`src/core/mcb_params.svh`:
```
// constants of the main clock, time base and tone block
// assumes the core clock is the oscillator clock; included by bare name
`ifndef MCB_PARAMS_SVH
`define MCB_PARAMS_SVH
// register indices; byte address is four times the index
`define MCB_IDX_CCS 8'h2C
`define MCB_IDX_BEEP 8'h2D
`define MCB_IDX_EVT_STAT 8'h2E
`define MCB_IDX_EVT_MASK 8'h2F
`define MCB_IDX_NONE 8'hFF
// address slices used to turn a byte address into an index
`define MCB_IDX_FIELD 9:2
`define MCB_IDX_UPPER 31:10
`define MCB_IDX_LANE 1:0
`define MCB_HSIZE_WORD 3'h2
// field positions of the clock control/status register
`define MCB_CCS_CLKOUT 7
`define MCB_CCS_DIV_HI 6
`define MCB_CCS_DIV_LO 5
`define MCB_CCS_SLOW 4
`define MCB_CCS_TB_HI 3
`define MCB_CCS_TB_LO 2
`define MCB_CCS_IE 1
`define MCB_CCS_FLAG 0
// event status and mask bit positions
`define MCB_EVT_TB 0
`define MCB_EVT_WAKE 1
// reset values
`define MCB_CCS_RESET_CTL 7'h00
`define MCB_BEEP_RESET 2'h0
`define MCB_EVT_RESET 2'h0
// time base periods in oscillator cycles: 16000, 32000, 80000, 200000
`define MCB_TB_CYC_0 18'h03E80
`define MCB_TB_CYC_1 18'h07D00
`define MCB_TB_CYC_2 18'h13880
`define MCB_TB_CYC_3 18'h30D40
// tone pitches are quoted against an 8 MHz oscillator
`define MCB_OSC_REF_HZ 32'h007A1200
`define MCB_TONE_HZ_1 32'h000007D0
`define MCB_TONE_HZ_2 32'h000003E8
`define MCB_TONE_HZ_3 32'h000001F4
`define MCB_DUTY_SPLIT 32'h00000002
`define MCB_TONE_HALF_1 (`MCB_OSC_REF_HZ / (`MCB_DUTY_SPLIT * `MCB_TONE_HZ_1))
`define MCB_TONE_HALF_2 (`MCB_OSC_REF_HZ / (`MCB_DUTY_SPLIT * `MCB_TONE_HZ_2))
`define MCB_TONE_HALF_3 (`MCB_OSC_REF_HZ / (`MCB_DUTY_SPLIT * `MCB_TONE_HZ_3))
`endif

```
`src/core/mcb_pkg.sv`:
```
// types shared by the clock control block
// assumes nothing beyond the tool's package support
package mcb_pkg;
    // power mode of the part, one-hot
    typedef enum logic [3:0] {
        mcb_st_run = 4'h1,
        mcb_st_wait = 4'h2,
        mcb_st_ahalt = 4'h4,
        mcb_st_halt = 4'h8
    } mcb_power_e;
    typedef logic [1:0] mcb_sel_t;
endpackage

```
`src/core/mcb_tone.sv`:
```
// tone generator: square wave of about half duty on the tone pin
// assumes the clock is the oscillator clock; select changes at any time
`timescale 1ns/100ps
`include "mcb_params.svh"
module mcb_tone #(
    parameter logic [13:0] HALF_1 = 14'(`MCB_TONE_HALF_1),
    parameter logic [13:0] HALF_2 = 14'(`MCB_TONE_HALF_2),
    parameter logic [13:0] HALF_3 = 14'(`MCB_TONE_HALF_3)
) (
    input wire logic i_core_clk,
    input wire logic i_sys_rst,
    input wire mcb_pkg::mcb_sel_t i_tone_select,
    input wire logic i_freeze,
    output logic o_tone
);
    import mcb_pkg::*;
    logic [13:0] cnt_reg; // cycles into the current half period

    // half period length for a tone code
    function automatic logic [13:0] f_half(input mcb_sel_t sel);
        case (sel)
            2'h1: f_half = HALF_1;
            2'h2: f_half = HALF_2;
            default: f_half = HALF_3;
        endcase
    endfunction

    // toggle at each half period; >= keeps a shorter new pitch from overrunning
    always_ff @(posedge i_core_clk or posedge i_sys_rst) begin
        if (i_sys_rst) begin
            cnt_reg <= 14'h0000;
            o_tone <= 1'b0;
        end else if (i_freeze) begin
            cnt_reg <= cnt_reg; // oscillator stopped
        end else if (i_tone_select == 2'h0) begin
            cnt_reg <= 14'h0000; // off: pin low
            o_tone <= 1'b0;
        end else if (cnt_reg >= f_half(i_tone_select) - 14'h0001) begin
            cnt_reg <= 14'h0000;
            o_tone <= ~o_tone;
        end else begin
            cnt_reg <= cnt_reg + 14'h0001;
        end
    end
endmodule

```
`src/core/mcb_top.sv`:
```
// main clock controller: cpu clock prescaler, clock out, time base, tone
// assumes an AHB-Lite master, one slave; inputs synchronous to i_core_clk
`timescale 1ns/100ps
`include "mcb_params.svh"
// Function
// time base irq needs enable and unmasked
// time base wakes wait/active-halt, not halt
// clock-out bit drives pin, else released
// clock out stopped during active halt
// slow divider codes give 2,4,8,16
// slow bit clear: cpu clock equals oscillator
// period codes: 16000,32000,80000,200000 cycles
// new period applies at period end
// halt with enable enters active halt
// flag set on period; read clears it
// software avoids bit set/clear instructions
// tone codes: off, 2k, 1k, 500 Hz
// software keeps reserved tone bits zero
// tone keeps running in active halt
// registers at 2C/2D, reset zero
// full halt freezes counter and registers
// irq follows flag, drops one cycle after
// rate changes only at divider boundary
module mcb_top #(
    parameter logic [17:0] TB_CYC_0 = `MCB_TB_CYC_0,
    parameter logic [17:0] TB_CYC_1 = `MCB_TB_CYC_1,
    parameter logic [17:0] TB_CYC_2 = `MCB_TB_CYC_2,
    parameter logic [17:0] TB_CYC_3 = `MCB_TB_CYC_3,
    parameter logic [13:0] TONE_HALF_3 = 14'(`MCB_TONE_HALF_3)
) (
    input wire logic i_core_clk,
    input wire logic i_sys_rst,
    input wire logic i_hsel,
    input wire logic [31:0] i_haddr,
    input wire logic [1:0] i_htrans,
    input wire logic i_hwrite,
    input wire logic [2:0] i_hsize,
    input wire logic [31:0] i_hwdata,
    input wire logic i_hready,
    output logic [31:0] o_hrdata,
    output logic o_hreadyout,
    output logic o_hresp,
    input wire logic i_halt_req,
    input wire logic i_wait_req,
    input wire logic i_wake_ext,
    input wire logic i_irq_mask,
    output logic o_cpu_tick,
    output mcb_pkg::mcb_power_e o_power_mode,
    output logic o_timebase_irq,
    output logic o_event_irq,
    output logic o_clock_out_pin,
    output logic o_clock_out_oe,
    output logic o_tone_pin,
    output logic o_tone_oe
);
    import mcb_pkg::*;
    localparam logic [13:0] TONE_HALF_1 = 14'(`MCB_TONE_HALF_1);
    localparam logic [13:0] TONE_HALF_2 = 14'(`MCB_TONE_HALF_2);

    logic [7:1] ccs_ctl_reg; // control fields of clock_control_status
    logic flag_reg; // timebase_elapsed_flag
    mcb_sel_t beep_reg; // tone_select
    logic [1:0] evt_stat_reg; // sticky events, write one to clear
    logic [1:0] evt_mask_reg; // event enables
    logic wr_pend_reg; // write data phase follows
    logic [7:0] wr_idx_reg; // index of the pending write
    mcb_power_e state_reg; // power mode
    mcb_power_e state_next;
    logic [17:0] tb_cnt_reg; // time base count
    mcb_sel_t tb_act_reg; // period now running
    logic [3:0] div_cnt_reg; // prescaler count
    logic [2:0] act_log_reg; // log2 of the ratio in force
    logic tone_oe_reg;

    // control fields
    logic clock_out_enable;
    mcb_sel_t slow_divider_select;
    logic slow_select;
    mcb_sel_t timebase_period_select;
    logic timebase_irq_enable;
    assign clock_out_enable = ccs_ctl_reg[`MCB_CCS_CLKOUT];
    assign slow_divider_select = ccs_ctl_reg[`MCB_CCS_DIV_HI:`MCB_CCS_DIV_LO];
    assign slow_select = ccs_ctl_reg[`MCB_CCS_SLOW];
    assign timebase_period_select = ccs_ctl_reg[`MCB_CCS_TB_HI:`MCB_CCS_TB_LO];
    assign timebase_irq_enable = ccs_ctl_reg[`MCB_CCS_IE];

    // byte address to register index, out of range or unaligned gives none
    function automatic logic [7:0] f_decode(input logic [31:0] addr);
        f_decode = `MCB_IDX_NONE;
        if (addr[`MCB_IDX_UPPER] == 22'h000000 && addr[`MCB_IDX_LANE] == 2'h0) begin
            f_decode = addr[`MCB_IDX_FIELD];
        end
    endfunction

    // period length in oscillator cycles
    function automatic logic [17:0] f_tb_len(input mcb_sel_t sel);
        case (sel)
            2'h0: f_tb_len = TB_CYC_0;
            2'h1: f_tb_len = TB_CYC_1;
            2'h2: f_tb_len = TB_CYC_2;
            default: f_tb_len = TB_CYC_3;
        endcase
    endfunction

    // last prescaler count for a log2 ratio
    function automatic logic [3:0] f_div_last(input logic [2:0] lg);
        f_div_last = 4'((5'h01 << lg) - 5'h01);
    endfunction

    // bus handshake: zero wait, always okay
    logic acc;
    logic [7:0] acc_idx;
    logic frozen;
    logic rd_ccs;
    logic wr_ok;
    assign acc = i_hsel && i_htrans[1] && i_hready && i_hsize == `MCB_HSIZE_WORD;
    assign acc_idx = f_decode(i_haddr);
    assign frozen = state_reg == mcb_st_ahalt || state_reg == mcb_st_halt;
    assign rd_ccs = acc && !i_hwrite && acc_idx == `MCB_IDX_CCS && !frozen;
    assign wr_ok = wr_pend_reg && !frozen;

    // time base terminal count; counter stands still in full halt
    logic tb_term;
    assign tb_term = state_reg != mcb_st_halt && tb_cnt_reg == f_tb_len(tb_act_reg) - 18'h00001;

    // address phase capture and registered read data
    always_ff @(posedge i_core_clk or posedge i_sys_rst) begin
        if (i_sys_rst) begin
            wr_pend_reg <= 1'b0;
            wr_idx_reg <= `MCB_IDX_NONE;
            o_hrdata <= 32'h00000000;
            o_hreadyout <= 1'b0;
            o_hresp <= 1'b0;
        end else begin
            o_hreadyout <= 1'b1; // never stretches a transfer
            o_hresp <= 1'b0;
            wr_pend_reg <= acc && i_hwrite;
            wr_idx_reg <= acc_idx;
            if (acc && !i_hwrite) begin
                case (acc_idx)
                    `MCB_IDX_CCS: o_hrdata <= {24'h000000, ccs_ctl_reg, flag_reg};
                    `MCB_IDX_BEEP: o_hrdata <= {30'h00000000, beep_reg};
                    `MCB_IDX_EVT_STAT: o_hrdata <= {30'h00000000, evt_stat_reg};
                    `MCB_IDX_EVT_MASK: o_hrdata <= {30'h00000000, evt_mask_reg};
                    default: o_hrdata <= 32'h00000000; // unmapped reads zero
                endcase
            end
        end
    end

    // control registers; writes land in the data phase
    always_ff @(posedge i_core_clk or posedge i_sys_rst) begin
        if (i_sys_rst) begin
            ccs_ctl_reg <= `MCB_CCS_RESET_CTL;
            beep_reg <= `MCB_BEEP_RESET;
            evt_mask_reg <= `MCB_EVT_RESET;
        end else if (wr_ok) begin
            case (wr_idx_reg)
                `MCB_IDX_CCS: ccs_ctl_reg <= i_hwdata[7:1]; // flag bit is read only
                `MCB_IDX_BEEP: beep_reg <= i_hwdata[1:0]; // reserved bits dropped
                `MCB_IDX_EVT_MASK: evt_mask_reg <= i_hwdata[1:0];
                default: ccs_ctl_reg <= ccs_ctl_reg;
            endcase
        end
    end

    // elapsed flag: read of the register clears, a new period wins
    always_ff @(posedge i_core_clk or posedge i_sys_rst) begin
        if (i_sys_rst) begin
            flag_reg <= 1'b0;
        end else if (tb_term) begin
            flag_reg <= 1'b1;
        end else if (rd_ccs) begin
            flag_reg <= 1'b0;
        end
    end

    // sticky events, set wins over a write-one clear
    logic wake_evt;
    logic [1:0] evt_clr;
    assign wake_evt = state_reg != mcb_st_run && state_next == mcb_st_run;
    assign evt_clr = (wr_ok && wr_idx_reg == `MCB_IDX_EVT_STAT) ? i_hwdata[1:0] : 2'h0;
    always_ff @(posedge i_core_clk or posedge i_sys_rst) begin
        if (i_sys_rst) begin
            evt_stat_reg <= `MCB_EVT_RESET;
        end else begin
            evt_stat_reg[`MCB_EVT_TB] <= tb_term || (evt_stat_reg[`MCB_EVT_TB] && !evt_clr[`MCB_EVT_TB]);
            evt_stat_reg[`MCB_EVT_WAKE] <= wake_evt || (evt_stat_reg[`MCB_EVT_WAKE] && !evt_clr[`MCB_EVT_WAKE]);
        end
    end

    // time base: selection change waits for the running period to end
    always_ff @(posedge i_core_clk or posedge i_sys_rst) begin
        if (i_sys_rst) begin
            tb_cnt_reg <= 18'h00000;
            tb_act_reg <= 2'h0;
        end else if (state_reg == mcb_st_halt) begin
            tb_cnt_reg <= tb_cnt_reg;
        end else if (tb_term) begin
            tb_cnt_reg <= 18'h00000;
            tb_act_reg <= timebase_period_select;
        end else begin
            tb_cnt_reg <= tb_cnt_reg + 18'h00001;
        end
    end

    // power mode sequencing
    logic tb_wake;
    assign tb_wake = flag_reg && timebase_irq_enable;
    always_comb begin
        state_next = state_reg;
        case (state_reg)
            mcb_st_run: begin
                if (i_halt_req) begin
                    state_next = timebase_irq_enable ? mcb_st_ahalt : mcb_st_halt;
                end else if (i_wait_req) begin
                    state_next = mcb_st_wait;
                end
            end
            mcb_st_wait, mcb_st_ahalt: begin
                if (i_wake_ext || tb_wake) begin
                    state_next = mcb_st_run;
                end
            end
            mcb_st_halt: begin
                if (i_wake_ext) begin
                    state_next = mcb_st_run; // time base cannot wake here
                end
            end
            default: state_next = mcb_st_run;
        endcase
    end
    always_ff @(posedge i_core_clk or posedge i_sys_rst) begin
        if (i_sys_rst) begin
            state_reg <= mcb_st_run;
        end else begin
            state_reg <= state_next;
        end
    end
    assign o_power_mode = state_reg;

    // cpu clock prescaler; a new ratio is taken only on a tick so no short pulse
    logic clk_run;
    assign clk_run = state_reg == mcb_st_run || state_reg == mcb_st_wait;
    always_ff @(posedge i_core_clk or posedge i_sys_rst) begin
        if (i_sys_rst) begin
            div_cnt_reg <= 4'h0;
            act_log_reg <= 3'h0;
            o_cpu_tick <= 1'b0;
        end else if (!clk_run) begin
            o_cpu_tick <= 1'b0; // no cpu clock in either halt
        end else if (div_cnt_reg == f_div_last(act_log_reg)) begin
            div_cnt_reg <= 4'h0;
            o_cpu_tick <= 1'b1;
            act_log_reg <= slow_select ? {1'b0, slow_divider_select} + 3'h1 : 3'h0;
        end else begin
            div_cnt_reg <= div_cnt_reg + 4'h1;
            o_cpu_tick <= 1'b0;
        end
    end

    // clock out: toggles per cpu tick, so it runs at half the cpu tick rate
    always_ff @(posedge i_core_clk or posedge i_sys_rst) begin
        if (i_sys_rst) begin
            o_clock_out_pin <= 1'b0;
            o_clock_out_oe <= 1'b0;
        end else begin
            o_clock_out_oe <= clock_out_enable;
            if (!clock_out_enable) begin
                o_clock_out_pin <= 1'b0;
            end else if (clk_run && o_cpu_tick) begin
                o_clock_out_pin <= ~o_clock_out_pin; // frozen in active halt
            end
        end
    end

    // interrupt lines, registered so they drop one cycle after the cause
    always_ff @(posedge i_core_clk or posedge i_sys_rst) begin
        if (i_sys_rst) begin
            o_timebase_irq <= 1'b0;
            o_event_irq <= 1'b0;
            tone_oe_reg <= 1'b0;
        end else begin
            o_timebase_irq <= flag_reg && timebase_irq_enable && !i_irq_mask;
            o_event_irq <= |(evt_stat_reg & evt_mask_reg);
            tone_oe_reg <= beep_reg != 2'h0;
        end
    end
    assign o_tone_oe = tone_oe_reg;

    // tone generator stops only with the oscillator in full halt
    mcb_tone #(
        .HALF_1(TONE_HALF_1),
        .HALF_2(TONE_HALF_2),
        .HALF_3(TONE_HALF_3)
    ) u_tone (
        .i_core_clk(i_core_clk),
        .i_sys_rst(i_sys_rst),
        .i_tone_select(beep_reg),
        .i_freeze(state_reg == mcb_st_halt),
        .o_tone(o_tone_pin)
    );

    logic run_st;
    assign run_st = clk_run;
endmodule

```
`config.mk`:
```
export PLATFORM = sky130hd
export DESIGN_NAME = mcb_top
export DESIGN_NICKNAME = d
export VERILOG_FILES = /design/src/core/mcb_pkg.sv /design/src/core/mcb_tone.sv /design/src/core/mcb_top.sv
export VERILOG_INCLUDE_DIRS = /design/src /design/src/core
export SDC_FILE = /design/constraint.sdc
export NUM_CORES = 1
export LEC_CHECK = 0
export BUFFER_PORTS_ARGS = -buffer_cell sky130_fd_sc_hd__clkbuf_2
export CAP_MARGIN = 20
export CORE_MARGIN = 5
export CORE_UTILIZATION = 53
export DETAILED_ROUTE_END_ITERATION = 6
export PLACE_DENSITY = 0.89
export REMOVE_ABC_BUFFERS = 1
export SLEW_MARGIN = 15
export SYNTH_ARGS = -nofsm -noshare
export SYNTH_HDL_FRONTEND = slang
export SYNTH_HIERARCHICAL = 1
export SYNTH_SLANG_ARGS = --single-unit
```
`constraint.sdc`:
```
create_clock -name i_core_clk -period 2.98 [get_ports i_core_clk]
set_clock_uncertainty 0.05 [all_clocks]
set_input_delay 0.149 -clock i_core_clk [delete_from_list [all_inputs] [get_ports i_core_clk]]
set_output_delay 0.149 -clock i_core_clk [all_outputs]
set_load 0.005 [all_outputs]
```
==> run summary <==
Crit-path max FO -> 10
Mux share of post-synthesis cell area -> 5.252%
Peak supply drop -> 0.4184 mV
Syn Area/Cell -> 10.33 um2
Worst path cell trace -> inv_1 -> ha_1 -> ha_1 -> nand4_1 -> nor3b_2 -> nand4_4 -> a21oi_4 -> mux2_4
CP required -> 3.18 ns
Sum of buffers and inverters on the critical path -> 1
Vias in the first global route -> 3,761
Antenna-violating nets left -> 0
Fillers -> 641
Status -> finished, final reports clean
Async S/R FF share, synth -> 100.0%
Final Hold Fails -> 0
I/O pins -> 123
Synth Area in Compound Gates -> 8.342%
Post-Layout Cell Count -> 648
XOR/XNOR share of the synthesized area -> 6.510%
Switch share -> 31.61%
Post-synth EDFFs -> 0
NumNets Final -> 631
DPL Wire Length -> 7591 um
TritonRoute pass-1 iters -> 4
DP Cell Count -> 615
Largest net degree at the start of global routing -> 32
CTS clk-pin slew, worst paths -> 0.08 ns
Core area -> 0.008299 mm2
Most common cell after layout, fill and taps aside -> dfrtp_1
CTS tree -> yes
Crit-path max cell delay -> 0.44 ns
Critical path arrival -> 3.00 ns
Vias -> 3,626
Clock sink count -> 84
CP max stage cell -> dfrtp_1
Antenna cells -> 0
Row cnt -> 33
Adder-cell share of the synthesized area -> 4.103%
Leakage -> 2.584 nW
Clock Latency Late Sink -> 0.35 ns
Least-Margin Pin Slew -> 0.7531 ns
Setup CP Type -> register to register
Fin crit period -> 2.806 ns
Slew margin rel. -> 49.40%
P&R area growth vs syn -> 17.31%
Unrepaired setup endpoints after global routing -> false
Post-synth top flop -> dfrtp_1
NetSw -> 0.0009850 W
Final setup TNS -> 0 ns
Syn Inst Count -> 443
CTS H-tree depth -> 3
Period utilisation layout -> 94.15%
Routed len/inst -> 16.43 um
Clk buf depth -> 2
Hold Crit Class -> input pin to register
Gr usage total -> 21.30%
Pint -> 0.002131 W
Combinational power share -> 24.8%
Mapped Area -> 0.004574 mm2
Sequential share of the synthesized area -> 46.20%
Largest family of logic cells by synthesized area -> simple AND/OR/NAND/NOR gates
Final setup vio count -> 0
Crit-path leading delay family -> simple AND/OR/NAND/NOR gates
Synth warnings -> 6
Die Y -> 102.9 um
Max FFs per register -> 18
Most common cell type on the critical path -> ha_1
Post-synthesis simple-gate area fraction -> 22.65%
Max-cap viol count -> 0
Root Buffer -> clkbuf_8
Startpoint types -> register
Max Fclk -> 356.4 MHz
Grt ovf -> 0
Initial DRC Count -> 168
Register Area -> 0.002113 mm2
Wire length of the first global-routing pass -> 17,570 um
Layout cells sized above 1 -> 23.39%
Die Width -> 102.9 um
Die area -> 0.01059 mm2
Power Dens Cells -> 580.6 mW/mm2
Setup Fix Bufs, Post-CTS -> 0
Port Buf Inserts -> 72
Reg power frac -> 45.7%
R2R setup slack -> 0.17 ns
Final Max Slew Viols -> 0
Crit path capture type -> register
Post-layout util -> 64.66%
Commonest non-fill, non-tap cells in the layout -> 75 x dfrtp_1, 72 x clkbuf_2, 43 x nor2_1
Starting density of the core -> 55.12%
Clk pwr share -> 29.5%
Vias per cell -> 5.596
WL final -> 10,640 um
Residual DRC -> 0
Register bit total from synthesis -> 84
Inserted Clock Buffers -> 9
Yosys cell types -> 60
RePlAce Congestion -> 0.8217
Initial antenna violation count -> 0
Area of the multi-input gates -> 0.002241 mm2
==> kinds of logic (layout without fill, tap and decap cells) <==
family | after synthesis | in the layout
muxes | 21 | 21
xor gates and xnor gates | 34 | 34
other | 2 | 26
AOI/OAI and AO/OA | 51 | 51
adders and majority gates | 15 | 15
DFF | 84 | 84
and+or+nand+nor | 183 | 183
buffers and inverters | 53 | 129
==> what timing repair did <==
| item | CTS | global route |
|---|---|---|
| resized for setup | 0 | 0 |
| endpoints found under the hold margin | 59 | 0 |
| hold buffers | 17 | 0 |
==> per-stage QoR <==
| step | power [W] | setup WS, ns | hold slack (ns) | area, um2 |
|---|---|---|---|---|
| floorplan | 0.001948 | 0.4319 | 0.0004793 | 4417 |
| global placement | 0.002137 | 0.3319 | 0.1691 | 4969 |
| detailed placement | 0.002188 | 0.1862 | 0.1856 | 4969 |
| CTS | 0.003124 | 0.1701 | 0.006494 | 5366 |
| global route | 0.003297 | 0.06418 | 0.01931 | 5366 |
| finish | 0.003116 | 0.1744 | 0.02154 | 5366 |
==> power groups by stage <==
stage                     Combinational (W)  Sequential (W)  Clock [W]
final                              0.000773         0.00142   0.000918
after floorplan                    0.000515         0.00143          0
after detailed placement           0.000746         0.00144          0
after global placement             0.000706         0.00143          0
after CTS                          0.000770         0.00142   0.000934
after global routing               0.000869         0.00145   0.000982
==> synthesized netlist by cell type, drive strengths merged (5+ instances only) <==
master | instances | area [um2]
dfstp | 9 | 236.5
nor3 | 12 | 71.32
nor2b | 8 | 50.05
nor2 | 43 | 161.4
xnor2 | 13 | 113.9
or3 | 9 | 61.31
nand4b | 5 | 43.79
ha | 15 | 187.7
nand4 | 11 | 83.83
a21oi | 6 | 41.29
mux2 | 15 | 180.2
inv | 16 | 62.56
a22o | 8 | 70.07
o21ai | 12 | 60.06
xor2 | 21 | 183.9
mux2i | 6 | 60.06
nand3 | 23 | 115.1
nand2 | 33 | 123.9
nor4 | 15 | 130.1
dfrtp | 75 | 1877
buf | 33 | 232.7
==> layout make-up <==
| cell class | instances | area share [%] |
|---|---|---|
| sequential | 84 | 39.38 |
| inverter | 16 | 1.166 |
| timing repair buffer | 97 | 11.00 |
| multi-input combinational | 330 | 41.76 |
| tap | 105 | 2.448 |
| clock inverter | 4 | 1.352 |
| clock buffer | 12 | 2.891 |
==> path summary, 6_finish.rpt <==
check,startpoint,endpoint,cells past startpoint
max in group asynchronous,i_sys_rst,wr_idx_reg[6],4
min in group asynchronous,i_sys_rst,u_tone/cnt_reg[0],3
hold / removal,i_hwdata[1],beep_reg[1],2
hold reg to reg,ccs_ctl_reg[7],o_clock_out_oe,0
setup / recovery,beep_reg[0],u_tone/o_tone,8
setup reg to reg,beep_reg[0],u_tone/o_tone,8
==> worst reg2reg max path, stage by stage, from the launching register on <==
cell and delay, ns:
dfrtp_1 0.44, inv_1 0.09, ha_1 0.35, ha_1 0.36
nand4_1 0.14, nor3b_2 0.38, nand4_4 0.24, a21oi_4 0.33
mux2_4 0.33
==> metal layers <==
layer | track usage [%] | up-vias | part of all wire [%]
met5 | 0 | - | 0
met2 | 36.85 | 140 | 53
met3 | 3.721 | 16 | 5.7
li1 | - | 1703 | -
met4 | 9.562 | 0 | 1.9
met1 | 25.97 | 1767 | 40
(Power assumes the default switching activity.)
